File: config.mk
export PLATFORM = sky130hd
export DESIGN_NAME = dtd_receiver
export DESIGN_NICKNAME = d
export VERILOG_FILES = /design/src/shared/dtd_pkg.sv /design/src/dtd_tone_meas.sv /design/src/dtd_receiver.sv
export VERILOG_INCLUDE_DIRS = /design/src /design/src/shared
export SDC_FILE = /design/constraint.sdc
export NUM_CORES = 1
export LEC_CHECK = 0
export BUFFER_PORTS_ARGS = -buffer_cell sky130_fd_sc_hd__buf_2
export CAP_MARGIN = 25
export CORE_ASPECT_RATIO = 0.6
export CORE_UTILIZATION = 47
export DETAILED_ROUTE_END_ITERATION = 8
export SLEW_MARGIN = 5
export SYNTH_ARGS = -nofsm -noshare
export SYNTH_HDL_FRONTEND = slang
export SYNTH_SLANG_ARGS = --single-unit
File: constraint.sdc
create_clock -name core_clk -period 9.9 [get_ports core_clk]
set_input_delay 0.99 -clock core_clk [delete_from_list [all_inputs] [get_ports core_clk]]
set_output_delay 0.99 -clock core_clk [all_outputs]
set_load 0.005 [all_outputs]
File: src/shared/dtd_regs.svh
/*
 * constants of the tone-pair receiver: tone frequencies, host register
 * select values, status and control bit positions, settling time.
 * assumes inclusion by bare name from the design files.
 */
`ifndef DTD_REGS_SVH
`define DTD_REGS_SVH

`define DTD_CLK_HZ 125000000
`define DTD_F_LOW0 697
`define DTD_F_LOW1 770
`define DTD_F_LOW2 852
`define DTD_F_LOW3 941
`define DTD_F_HIGH0 1209
`define DTD_F_HIGH1 1336
`define DTD_F_HIGH2 1477
`define DTD_F_HIGH3 1633
`define DTD_AVG_PERIODS 4
`define DTD_TOL_PERMILLE 20
`define DTD_SEL_DATA 1'b0
`define DTD_SEL_STATUS 1'b1
`define DTD_STAT_IRQ_BIT 0
`define DTD_STAT_RXV_BIT 2
`define DTD_CTRL_IRQEN_BIT 0
`define DTD_CTRL_CPM_BIT 1
`define DTD_SETTLE_NS 100
`define DTD_CLK_PERIOD_NS 8
`define DTD_SETTLE_CYC ((`DTD_SETTLE_NS + `DTD_CLK_PERIOD_NS - 1) / `DTD_CLK_PERIOD_NS)

`endif

File: src/shared/dtd_pkg.sv
/*
 * types of the tone-pair receiver: steering states and state records.
 * assumes dtd_regs.svh on the include path.
 */
`default_nettype none
package dtd_pkg;
    typedef enum logic [1:0] {
        DTD_ST_IDLE = 2'b00,
        DTD_ST_SETTLE = 2'b01,
        DTD_ST_HELD = 2'b10
    } dtd_steer_type;

    typedef struct packed {
        logic tone_s1;
        logic tone_s2;
        logic tone_d;
        logic [23:0] cnt;
        logic [3:0] nper;
        logic valid;
        logic [1:0] idx;
        logic prev_ok;
        logic [1:0] prev_idx;
    } dtd_meas_type;

    typedef struct packed {
        logic [1:0] steer_sy;
        logic [1:0] cp_sy;
        logic [1:0] cs_sy;
        logic [1:0] rd_sy;
        logic [1:0] wr_sy;
        logic [1:0] rs_sy;
        logic [7:0] din_sy;
        logic steer_d;
        logic rd_d;
        logic wr_d;
        dtd_steer_type st;
        logic [3:0] settle;
        logic [3:0] code;
        logic [3:0] rx_code;
        logic delayed_steer;
        logic rx_valid;
        logic irq_pend;
        logic irq_en;
        logic cp_mode;
        logic stat_read;
        logic early_steer;
        logic guard;
        logic guard_oe;
        logic irq_oe;
        logic irq_lvl;
        logic [3:0] dout;
        logic dout_oe;
    } dtd_top_type;
endpackage : dtd_pkg
`default_nettype wire

File: src/dtd_tone_meas.sv
/*
 * period measurement of one limited tone group over several periods,
 * classified against four nominal frequencies.
 * assumes a full-rail comparator output, asynchronous to core_clk.
 */
`include "dtd_regs.svh"
`default_nettype none
module dtd_tone_meas
    import dtd_pkg::*;
#(
    parameter int CLK_HZ = `DTD_CLK_HZ,
    parameter int AVG_N = `DTD_AVG_PERIODS,
    parameter int TOL_PM = `DTD_TOL_PERMILLE,
    parameter int F0 = `DTD_F_LOW0,
    parameter int F1 = `DTD_F_LOW1,
    parameter int F2 = `DTD_F_LOW2,
    parameter int F3 = `DTD_F_LOW3
) (
    input wire logic core_clk,
    input wire logic rst,
    input wire logic tone_in,
    output logic tone_valid,
    output logic [1:0] tone_idx
);
    function automatic logic [23:0] bound(int f, int pm);
        longint v;
        v = longint'(CLK_HZ) * AVG_N * pm / (longint'(f) * 1000);
        return v[23:0];
    endfunction : bound

    localparam int FR [4] = '{F0, F1, F2, F3};
    localparam logic [3:0] LAST = 4'(AVG_N - 1);

    dtd_meas_type s_r, s_nxt;
    logic rise;
    logic m_ok;
    logic [1:0] m_idx;

    always_comb begin
        s_nxt = s_r;
        m_ok = 1'b0;
        m_idx = 2'b00;
        s_nxt.tone_s1 = tone_in;
        s_nxt.tone_s2 = s_r.tone_s1;
        s_nxt.tone_d = s_r.tone_s2;
        rise = s_r.tone_s2 & ~s_r.tone_d;
        s_nxt.cnt = s_r.cnt + 24'h000001;
        for (int i = 0; i < 4; i++) begin
            if (s_r.cnt >= bound(FR[i], 1000 - TOL_PM) &&
                s_r.cnt <= bound(FR[i], 1000 + TOL_PM)) begin
                m_ok = 1'b1;
                m_idx = 2'(i);
            end
        end
        if (s_r.cnt > bound(F0, 1000 + TOL_PM)) begin
            // no edges: tone gone, drop at once
            s_nxt.cnt = 24'h000000;
            s_nxt.nper = 4'h0;
            s_nxt.valid = 1'b0;
            s_nxt.prev_ok = 1'b0;
        end else if (rise) begin
            if (s_r.nper == LAST) begin
                // two agreeing averaged windows keep voice out
                s_nxt.valid = m_ok & s_r.prev_ok &
                    (m_idx == s_r.prev_idx);
                s_nxt.idx = m_idx;
                s_nxt.prev_ok = m_ok;
                s_nxt.prev_idx = m_idx;
                s_nxt.cnt = 24'h000000;
                s_nxt.nper = 4'h0;
            end else begin
                s_nxt.nper = s_r.nper + 4'h1;
            end
        end
    end

    always_ff @(posedge core_clk or posedge rst) begin
        if (rst) begin
            s_r <= '0;
        end else begin
            s_r <= s_nxt;
        end
    end

    assign tone_valid = s_r.valid;
    assign tone_idx = s_r.idx;
endmodule : dtd_tone_meas
`default_nettype wire

File: src/dtd_receiver.sv
/*
 * digital side of a tone-pair receiver: two group measurers, early
 * steering, guard time, receive latch, status, and a strobe host port.
 * assumes comparator outputs and host strobes asynchronous to core_clk;
 * the steering level arrives as the output of an external threshold
 * comparator; the transmitter and analog parts live elsewhere.
 */
// Operation
// - tone inputs are full-rail comparator outputs
// - count frequencies, both must match standard tones
// - average measurements, reject voice imitations
// - early steering high on valid pair
// - early steering low at once on loss
// - steering rise registers the detected code
// - steering fall frees for a new pair
// - guard output follows early steering and steering
// - four low, four high tones, sixteen pairs
// - standard four-bit code per pair
// - interrupt mode pulls pin low on receipt
// - call-progress mode pin follows filtered input
// - data bus driven only during selected read
// - register select chooses the register reached
// - latch code, settle, then set delayed steering
// - status read clears valid bit and interrupt
// - call-progress mode stops tone-pair detection
`include "dtd_regs.svh"
`default_nettype none
module dtd_receiver
    import dtd_pkg::*;
#(
    parameter int CLK_HZ = `DTD_CLK_HZ,
    parameter int AVG_N = `DTD_AVG_PERIODS,
    parameter int TOL_PM = `DTD_TOL_PERMILLE
) (
    input wire logic core_clk,
    input wire logic rst,
    input wire logic low_tone_in,
    input wire logic high_tone_in,
    input wire logic cp_tone_in,
    input wire logic steer_threshold,
    output logic guard_time_out,
    output logic guard_time_oe,
    output logic early_steer_out,
    output logic irq_or_tone_monitor_out,
    output logic irq_or_tone_monitor_oe,
    input wire logic cs_n,
    input wire logic rd_n,
    input wire logic wr_n,
    input wire logic reg_select_bit,
    input wire logic [3:0] host_data_nibble_in,
    output logic [3:0] host_data_nibble_out,
    output logic host_data_nibble_oe
);
    localparam logic [3:0] SETTLE_CYC = 4'(`DTD_SETTLE_CYC);

    // row index picks the low tone, column index the high tone
    function automatic logic [3:0] pair_code(logic [1:0] r, logic [1:0] c);
        logic [3:0] k;
        k = 4'h0;
        case ({r, c})
            4'h0: k = 4'h1;
            4'h1: k = 4'h2;
            4'h2: k = 4'h3;
            4'h4: k = 4'h4;
            4'h5: k = 4'h5;
            4'h6: k = 4'h6;
            4'h8: k = 4'h7;
            4'h9: k = 4'h8;
            4'hA: k = 4'h9;
            4'hD: k = 4'hA;
            4'hC: k = 4'hB;
            4'hE: k = 4'hC;
            4'h3: k = 4'hD;
            4'h7: k = 4'hE;
            4'hB: k = 4'hF;
            default: k = 4'h0;
        endcase
        return k;
    endfunction : pair_code

    dtd_top_type s_r, s_nxt;
    logic low_ok, high_ok;
    logic [1:0] row_idx, col_idx;
    logic steer_s, cs_s, rd_s, wr_s, rs_s;
    logic [3:0] din_s;
    logic sig_cond, steer_rise, rd_end, wr_end, dstb_set;

    dtd_tone_meas #(
        .CLK_HZ(CLK_HZ), .AVG_N(AVG_N), .TOL_PM(TOL_PM),
        .F0(`DTD_F_LOW0), .F1(`DTD_F_LOW1),
        .F2(`DTD_F_LOW2), .F3(`DTD_F_LOW3)
    ) u_low (
        .core_clk(core_clk),
        .rst(rst),
        .tone_in(low_tone_in),
        .tone_valid(low_ok),
        .tone_idx(row_idx)
    );

    dtd_tone_meas #(
        .CLK_HZ(CLK_HZ), .AVG_N(AVG_N), .TOL_PM(TOL_PM),
        .F0(`DTD_F_HIGH0), .F1(`DTD_F_HIGH1),
        .F2(`DTD_F_HIGH2), .F3(`DTD_F_HIGH3)
    ) u_high (
        .core_clk(core_clk),
        .rst(rst),
        .tone_in(high_tone_in),
        .tone_valid(high_ok),
        .tone_idx(col_idx)
    );

    always_comb begin
        s_nxt = s_r;
        // first stages are only read by the second stages
        s_nxt.steer_sy = {s_r.steer_sy[0], steer_threshold};
        s_nxt.cp_sy = {s_r.cp_sy[0], cp_tone_in};
        s_nxt.cs_sy = {s_r.cs_sy[0], cs_n};
        s_nxt.rd_sy = {s_r.rd_sy[0], rd_n};
        s_nxt.wr_sy = {s_r.wr_sy[0], wr_n};
        s_nxt.rs_sy = {s_r.rs_sy[0], reg_select_bit};
        s_nxt.din_sy = {s_r.din_sy[3:0], host_data_nibble_in};
        steer_s = s_r.steer_sy[1];
        cs_s = s_r.cs_sy[1];
        rd_s = s_r.rd_sy[1];
        wr_s = s_r.wr_sy[1];
        rs_s = s_r.rs_sy[1];
        din_s = s_r.din_sy[7:4];
        s_nxt.steer_d = steer_s;
        s_nxt.rd_d = rd_s;
        s_nxt.wr_d = wr_s;
        steer_rise = steer_s & ~s_r.steer_d;
        rd_end = rd_s & ~s_r.rd_d;
        wr_end = wr_s & ~s_r.wr_d;
        dstb_set = 1'b0;

        sig_cond = low_ok & high_ok & ~s_r.cp_mode;
        s_nxt.early_steer = sig_cond;
        if (sig_cond) begin
            s_nxt.code = pair_code(row_idx, col_idx);
        end

        // guard holds between the two agreeing corners
        if (s_r.early_steer & steer_s) begin
            s_nxt.guard = 1'b1;
        end else if (~s_r.early_steer & ~steer_s) begin
            s_nxt.guard = 1'b0;
        end
        s_nxt.guard_oe = 1'b1;

        case (s_r.st)
            DTD_ST_IDLE: begin
                if (steer_rise & ~s_r.cp_mode) begin
                    s_nxt.rx_code = s_r.code;
                    s_nxt.settle = 4'h0;
                    s_nxt.st = DTD_ST_SETTLE;
                end
            end
            DTD_ST_SETTLE: begin
                s_nxt.settle = s_r.settle + 4'h1;
                if (s_r.settle >= SETTLE_CYC - 4'h1) begin
                    dstb_set = 1'b1;
                    s_nxt.delayed_steer = 1'b1;
                    s_nxt.st = DTD_ST_HELD;
                end
            end
            DTD_ST_HELD: begin
                if (~steer_s) begin
                    s_nxt.delayed_steer = 1'b0;
                    s_nxt.st = DTD_ST_IDLE;
                end
            end
            default: begin
                s_nxt.st = DTD_ST_IDLE;
            end
        endcase

        // a set in the clearing cycle survives the clear
        if (rd_end & s_r.stat_read) begin
            s_nxt.rx_valid = 1'b0;
            s_nxt.irq_pend = 1'b0;
        end
        if (dstb_set) begin
            s_nxt.rx_valid = 1'b1;
            s_nxt.irq_pend = 1'b1;
        end

        // status read marked while the strobe is low
        if (~cs_s & ~rd_s) begin
            s_nxt.stat_read = (rs_s == `DTD_SEL_STATUS);
        end else if (rd_end) begin
            s_nxt.stat_read = 1'b0;
        end

        // host must hold data past the write strobe's rising edge
        if (wr_end & ~cs_s & (rs_s == `DTD_SEL_STATUS)) begin
            s_nxt.irq_en = din_s[`DTD_CTRL_IRQEN_BIT];
            s_nxt.cp_mode = din_s[`DTD_CTRL_CPM_BIT];
        end

        s_nxt.dout_oe = ~cs_s & ~rd_s;
        s_nxt.dout = s_r.rx_code;
        if (rs_s == `DTD_SEL_STATUS) begin
            s_nxt.dout = 4'h0;
            s_nxt.dout[`DTD_STAT_IRQ_BIT] = s_r.irq_pend;
            s_nxt.dout[`DTD_STAT_RXV_BIT] = s_r.rx_valid;
        end

        s_nxt.irq_lvl = 1'b0;
        if (s_r.cp_mode) begin
            s_nxt.irq_oe = ~s_r.cp_sy[1];
        end else begin
            s_nxt.irq_oe = s_r.irq_en & s_r.irq_pend;
        end
    end

    always_ff @(posedge core_clk or posedge rst) begin
        if (rst) begin
            s_r <= '0;
            // strobes and select rest high: no false access after reset
            s_r.cs_sy <= '1;
            s_r.rd_sy <= '1;
            s_r.wr_sy <= '1;
            s_r.rd_d <= 1'b1;
            s_r.wr_d <= 1'b1;
        end else begin
            s_r <= s_nxt;
        end
    end

    assign early_steer_out = s_r.early_steer;
    assign guard_time_out = s_r.guard;
    assign guard_time_oe = s_r.guard_oe;
    assign irq_or_tone_monitor_out = s_r.irq_lvl;
    assign irq_or_tone_monitor_oe = s_r.irq_oe;
    assign host_data_nibble_out = s_r.dout;
    assign host_data_nibble_oe = s_r.dout_oe;
endmodule : dtd_receiver
`default_nettype wire

# --- Yosys cells after proc, flatten, opt, wreduce, memory -nomap -nowiden ---
# Memory sizes are Yosys's and may differ from the RTL's. A register that Yosys moved wholly into a read port is not among the register bits.
# Index checks and enable logic that the tools add are counted.
totals:
  romBits: 64
  register_bits: 115
  n_memories: 1
op_classes:
  reduce_logical: 24
  bitwise: 32
  add_sub_neg: 5
  n_mux: 41
  n_eq_ne: 9
  order_cmp: 19
mem_list:
  columns: ["name", "depth", "word_bits", "read_ports", "rd_ports_with_merged_regs", "wr", "line", "rtl"]
  rows:
  - ["(name not given)", 16, 4, 1, 1, 0, "dtd_receiver.sv:60", "case ({r, c})"]
ops:
  columns: ["cell", "n"]
  rows:
  - ["$ge 24x19->1 const B", 5]
  - ["$le 24x19->1 const B", 4]
  - ["$le 24x20->1 const B", 4]
  - ["$ge 24x20->1 const B", 3]
  - ["$mux 34", 2]
  - ["$mux 29", 2]
  - ["$add 24x1->24 const B", 2]
  - ["$mux 24", 2]
  - ["$gt 24x19->1 const B", 1]
  - ["$gt 24x20->1 const B", 1]
  - ["$and 1x1->1", 19]
  - ["$mux 1", 19]
  - ["$mux 6", 3]
  - ["$mux 2", 8]
  - ["$reduce_bool 2->1", 8]
  - ["$not 1->1", 13]
  - ["$add 4x1->4 const B", 3]
  - ["$mux 4", 3]
  - ["$reduce_and 3->1", 3]
  - ["$eq 4x2->1 const B", 2]
  - ["$logic_and 1x1->1", 8]
  - ["$pmux 4 s2", 1]
  - ["$reduce_and 2->1", 4]
  - ["$ne 2x2->1 const B", 3]
  - ["other kinds (6)", 7]

# --- Longest topological paths before layout ---
depth:
  word_depth: 11
  ltp_mapped: 10
  depth_no_buf: 10

# --- Hierarchy ---
# A second synthesis with hierarchy kept.
unflattened:
  hier_cells: 628
  area_unflattened_um2: 6110.9
by_module_without_submodules:
  columns: ["module", "instances", "cells_per_inst", "area_each_um2"]
  rows:
  - ["dtd_tone_meas at u_high", 1, 252, 2187.1]
  - ["dtd_tone_meas at u_low", 1, 243, 2135.8]
  - ["dtd_receiver", 1, 133, 1788.0]

# --- Worst setup path after synthesis ---
# Ideal clock, no wire load.
synth_path:
  kind: "flip-flop to flip-flop"
  startpoint: "register u_high.s_r[10] in the netlist's numbering"
  endpoint: "register u_high.s_r, in the netlist u_high.tone_valid"
  t_arrival_ns: 2.113
  setup_ns: 0.095
  required_time_ns: 9.805
  period_less_slack_ns: 2.209
  path_stages_with_launch: 10
  setup_slack_ns: 7.691
  path_cell_list: "dfrtp_1 -> inv_1 -> ha_1 -> or3b_2 -> a21o_1 -> a311oi_1 -> a221o_1 -> and2_1 -> xnor2_1 -> o31ai_1"
synth_via:
  elab_chain_cells: 11
synth_lines:
  columns: ["item", "line", "rtl"]
  rows:
  - ["from (decl)", "dtd_tone_meas.sv:34", "dtd_meas_type s_r, s_nxt;"]
  - ["from (signal assigned)", "dtd_tone_meas.sv:81", "s_r <= s_nxt;"]
  - ["$ge 24x19->1 or $le 24x19->1 (tied branches)", "dtd_tone_meas.sv:49, dtd_tone_meas.sv:50", null]
  - ["$logic_and 1x1->1", "dtd_tone_meas.sv:49", "if (s_r.cnt >= bound(FR[i], 1000 - TOL_PM) &&"]
  - ["$mux 1 (4 in a row)", "dtd_tone_meas.sv:49", null]
  - ["$and 1x1->1 (2 in a row)", "dtd_tone_meas.sv:64", "s_nxt.valid = m_ok & s_r.prev_ok &"]
  - ["$mux 6", "dtd_tone_meas.sv:62", "if (s_r.nper == LAST) begin"]
  - ["$mux 34", "dtd_tone_meas.sv:61", "end else if (rise) begin"]
  - ["$mux 29", "dtd_tone_meas.sv:55", "if (s_r.cnt > bound(F0, 1000 + TOL_PM)) begin"]
# Several ways; a longest one is shown, not always the timed one. The select of a mux whose other input is x is not followed.
# A chain may end at the register's enable or synchronous reset.

# --- Worst setup path after layout ---
layout_path:
  startpoint: "register u_low.s_r[28] in the netlist's numbering"
  endpoint: "register u_low.s_r, in the netlist u_low.tone_valid"
layout_via:
  elab_chain_cells: 11
layout_lines:
  columns: ["item", "line"]
  rows:
  - ["from (decl)", "dtd_tone_meas.sv:34"]
  - ["from (signal assigned)", "dtd_tone_meas.sv:81"]
  - ["$ge 24x20->1 or $le 24x20->1 (tied branches)", "dtd_tone_meas.sv:49, dtd_tone_meas.sv:50"]
  - ["$logic_and 1x1->1", "dtd_tone_meas.sv:49"]
  - ["$mux 1 (4 in a row)", "dtd_tone_meas.sv:49"]
  - ["$and 1x1->1 (2 in a row)", "dtd_tone_meas.sv:64"]
  - ["$mux 6", "dtd_tone_meas.sv:62"]
  - ["$mux 34", "dtd_tone_meas.sv:61"]
  - ["$mux 29", "dtd_tone_meas.sv:55"]
# Several ways; a longest one is shown, not always the timed one. The select of a mux whose other input is x is not followed.

==> impl_metrics.ini <==
[routing]
via_per_inst = 5.53
vias = 4474
ant_nets = 0
drcViolationCount = 0
drt-pass1-iter-count = 5
routed_wl_mm = 12.9
drtIter0Drc = 383
wl_per_cell_um = 15.9

[pwr]
p_switching_uw = 312
p_leak_nw = 2.83
power_switching_share = 0.255
powerDensity_nw_per_um2 = 180
p_int_uw = 913
seqPwrFrac = 0.427
vdd_drop_max_v = 0.000119
clkPwrFrac = 0.519
p_comb_frac = 0.054

[synthesis]
synth_top_cell_area_share = 0.449
syn_area_per_cell_um2 = 9.68
synth_ff_type = dfrtp_1
synth.distinct_cells = 69
synth-async-reset-ratio = 1.00
yosys_warnings = 0
synth-seq-cells = 116
ys_seq_area_frac = 0.484
synthCells = 622
synth_top_area_cell = dfrtp_1
netlist_area_um2 = 6020
synth_area_leaders = dfrtp_1, nor2_1, nand2_1
synth-edff-count = 0

[cts]
cts_buffer_depth = 2
cts_tree = built
root_buffer = clkbuf_16
clock_sinks = 116
cts_resized = 0
ctsHoldBuffers = 0
cts_inserted_buffers = 17
path_clk_slew_ns = 0.06
clk-insertion-delay-late_ns = 0.41
postCtsSetupBuffers = 0
htreeDepth = 4

[worst_setup_path]
crit_fanout = 21
crit_slowest_cell = dfrtp_1
startpoint_type = register
arrival_ns = 3.08
slowest_delay_ns = 0.52
crit_type = reg -> reg
end_kind = register
cp_data_required_time_ns = 10.19
path_cells = nand2b_1 -> o311a_1 -> o21ai_0 -> nor2_1 -> a21oi_1 -> or2_2 -> inv_1 -> a32o_1

[placement]
place.port_buffers = 20
gp_congestion = 0.917
hpwlAfterDp_mm = 8.95

[cells_and_area]
n_antenna_cell = 0
drive_gt1_frac = 0.137
multi_input_area_um2 = 2870
areaGrowthSynthToFinish_pct = 12.8
postLayoutCoreUtil = 0.554
fillers = 1111
regArea_um2 = 2910
final_nets = 663

[global_routing]
grt_overflow = 0
grt_antenna_before_repair = 0
gr-usage-all-layers = 0.208
grt_pass1_wl_mm = 21.2
grt_max_degree = 66
grt_pass1_vias = 4051

[timing]
finalSetupViolCount = 0
tns_ns = 0
clock.fmax_mhz = 359
fin_crit_sh = 0.281
worst_pin_slew_ns = 0.806
slew_headroom = 0.463
rsz0062_at_grt = no
hold_slack_ns = 0.347
hold_viol = 0
fin_crit_ns = 2.78
drv_slew = 0
clock-skew-final_ns = 0.00761

[floorplanning]
core_area_um2 = 12300
dieArea_um2 = 13300
dieWidth_um = 148
start_util = 0.491
die_h_um = 89.7
core.rowCount = 31
boundaryPins = 24

[job]
maxCapViolCount = 0

[status]
run_status = finished, final reports clean

[min_path]
hold_class = reg -> reg
-- flip-flops by register name, indices dropped and copies added, names as in the netlist, 4 cells and up --
name and flops:
u_low.s_r 30, s_nxt 10, u_high.s_r 30, s_r 22, host_data_nibble_out 4
-- cell families after synthesis --
logic type / synth area share
multiplexers: 0.0195
XOR/XNOR: 0.0625
flip-flops: 0.484
other: 0.00125
AND/OR/NAND/NOR: 0.232
AO/OA/AOI/OAI: 0.118
adder cells (fa/ha/maj): 0.0374
buffers and inverters: 0.0451
-- synth_stat cells, types with 7 or more instances --
cell type / instances
xor2_1: 23
nand3_1: 18
nor2_1: 88
inv_1: 18
a31oi_1: 7
a21oi_1: 14
nand2_1: 61
dfstp_2: 8
nor2b_1: 9
ha_1: 18
o21ai_0: 28
nand4_1: 14
and2_1: 9
and3_1: 9
xnor2_1: 20
clkbuf_1: 18
nor3_1: 15
buf_2: 16
dfrtp_1: 108
-- through the flow --
step / setup slack (ns) / cell area [um^2] / cells / power (mW)
2_1_floorplan: 5.85 / 6060 / 631 / 0.577
3_5_place_dp: 7.12 / 6180 / 777 / 0.598
4_1_cts: 7.12 / 6790 / 809 / 1.24
3_3_place_gp: 7.15 / 6180 / 777 / 0.594
6_report: 7.12 / 6790 / 809 / 1.23
5_1_grt: 6.88 / 6790 / 809 / 1.28
-- layer usage --
layer,global-route usage,part of all wire,wire length (um),up-vias
met3,0.0591,0.062,802,16
met5,0,0,0,-
li1,-,-,-,2175
met1,0.332,0.55,7060,2171
met4,0.0553,0.0079,102,0
met2,0.263,0.38,4910,112
-- path summary, 6_finish.rpt --
kind / from / endpoint / slack, ns / cells after the start
max: u_low.s_r[28] / u_low.tone_valid / 7.12 / 8
min: u_low.s_nxt[35] / u_low.s_nxt[34] / 0.35 / 0
min in group asynchronous: rst / u_high.s_r[13] / 0.69 / 2
max reg2reg: u_low.s_r[28] / u_low.tone_valid / 7.12 / 8
min reg2reg: u_low.s_nxt[35] / u_low.s_nxt[34] / 0.35 / 0
max in group asynchronous: rst / s_r[50] / 7.95 / 3
-- area by class of cell --
| type | instances | area share |
|---|---|---|
| flip-flops and latches | 116 | 0.429 |
| clock buffers | 17 | 0.0626 |
| inverters | 18 | 0.0103 |
| clock inverters | 15 | 0.0278 |
| repair buffers | 22 | 0.0169 |
| well taps | 165 | 0.0304 |
| multi-input cells | 456 | 0.423 |
-- critical path: cells and delay by family, from the launching register on --
kind            cells  cell delay, ns
compound gates      4            1.17
simple gates        3            0.86
flops               1            0.52
buf+inv             1            0.11
-- cell usage in the layout (no fill, tap or decap), types with 5 or more instances in the layout --
master / synthesis / final
mux2_2: 6 / 6
nand3_1: 18 / 18
inv_1: 18 / 17
a21oi_1: 14 / 14
nand2_1: 61 / 61
a31oi_1: 7 / 7
mux2i_1: 5 / 5
nand4_1: 14 / 14
nor2_1: 88 / 88
nand2b_1: 6 / 6
conb_1: 2 / 11
o21ai_0: 28 / 28
inv_6: 0 / 6
a211oi_1: 5 / 5
nand4b_1: 6 / 6
o21a_1: 5 / 5
ha_1: 18 / 18
nor2b_1: 9 / 9
xnor2_1: 20 / 20
and3_1: 9 / 9
nor3_1: 15 / 15
dfstp_2: 8 / 8
nor4_1: 6 / 6
and2_1: 9 / 9
clkbuf_16: 0 / 17
buf_2: 16 / 20
dfrtp_1: 108 / 108
xor2_1: 23 / 23
-- power groups by stage --
stage	clock (mW)	combinational [mW]	sequential [mW]
floorplan	0	0.0517	0.525
global placement	0	0.0642	0.530
detailed placement	0	0.0675	0.531
CTS	0.648	0.0680	0.523
global route	0.675	0.0780	0.526
finish	0.635	0.0665	0.523
(Power assumes the default switching activity.)
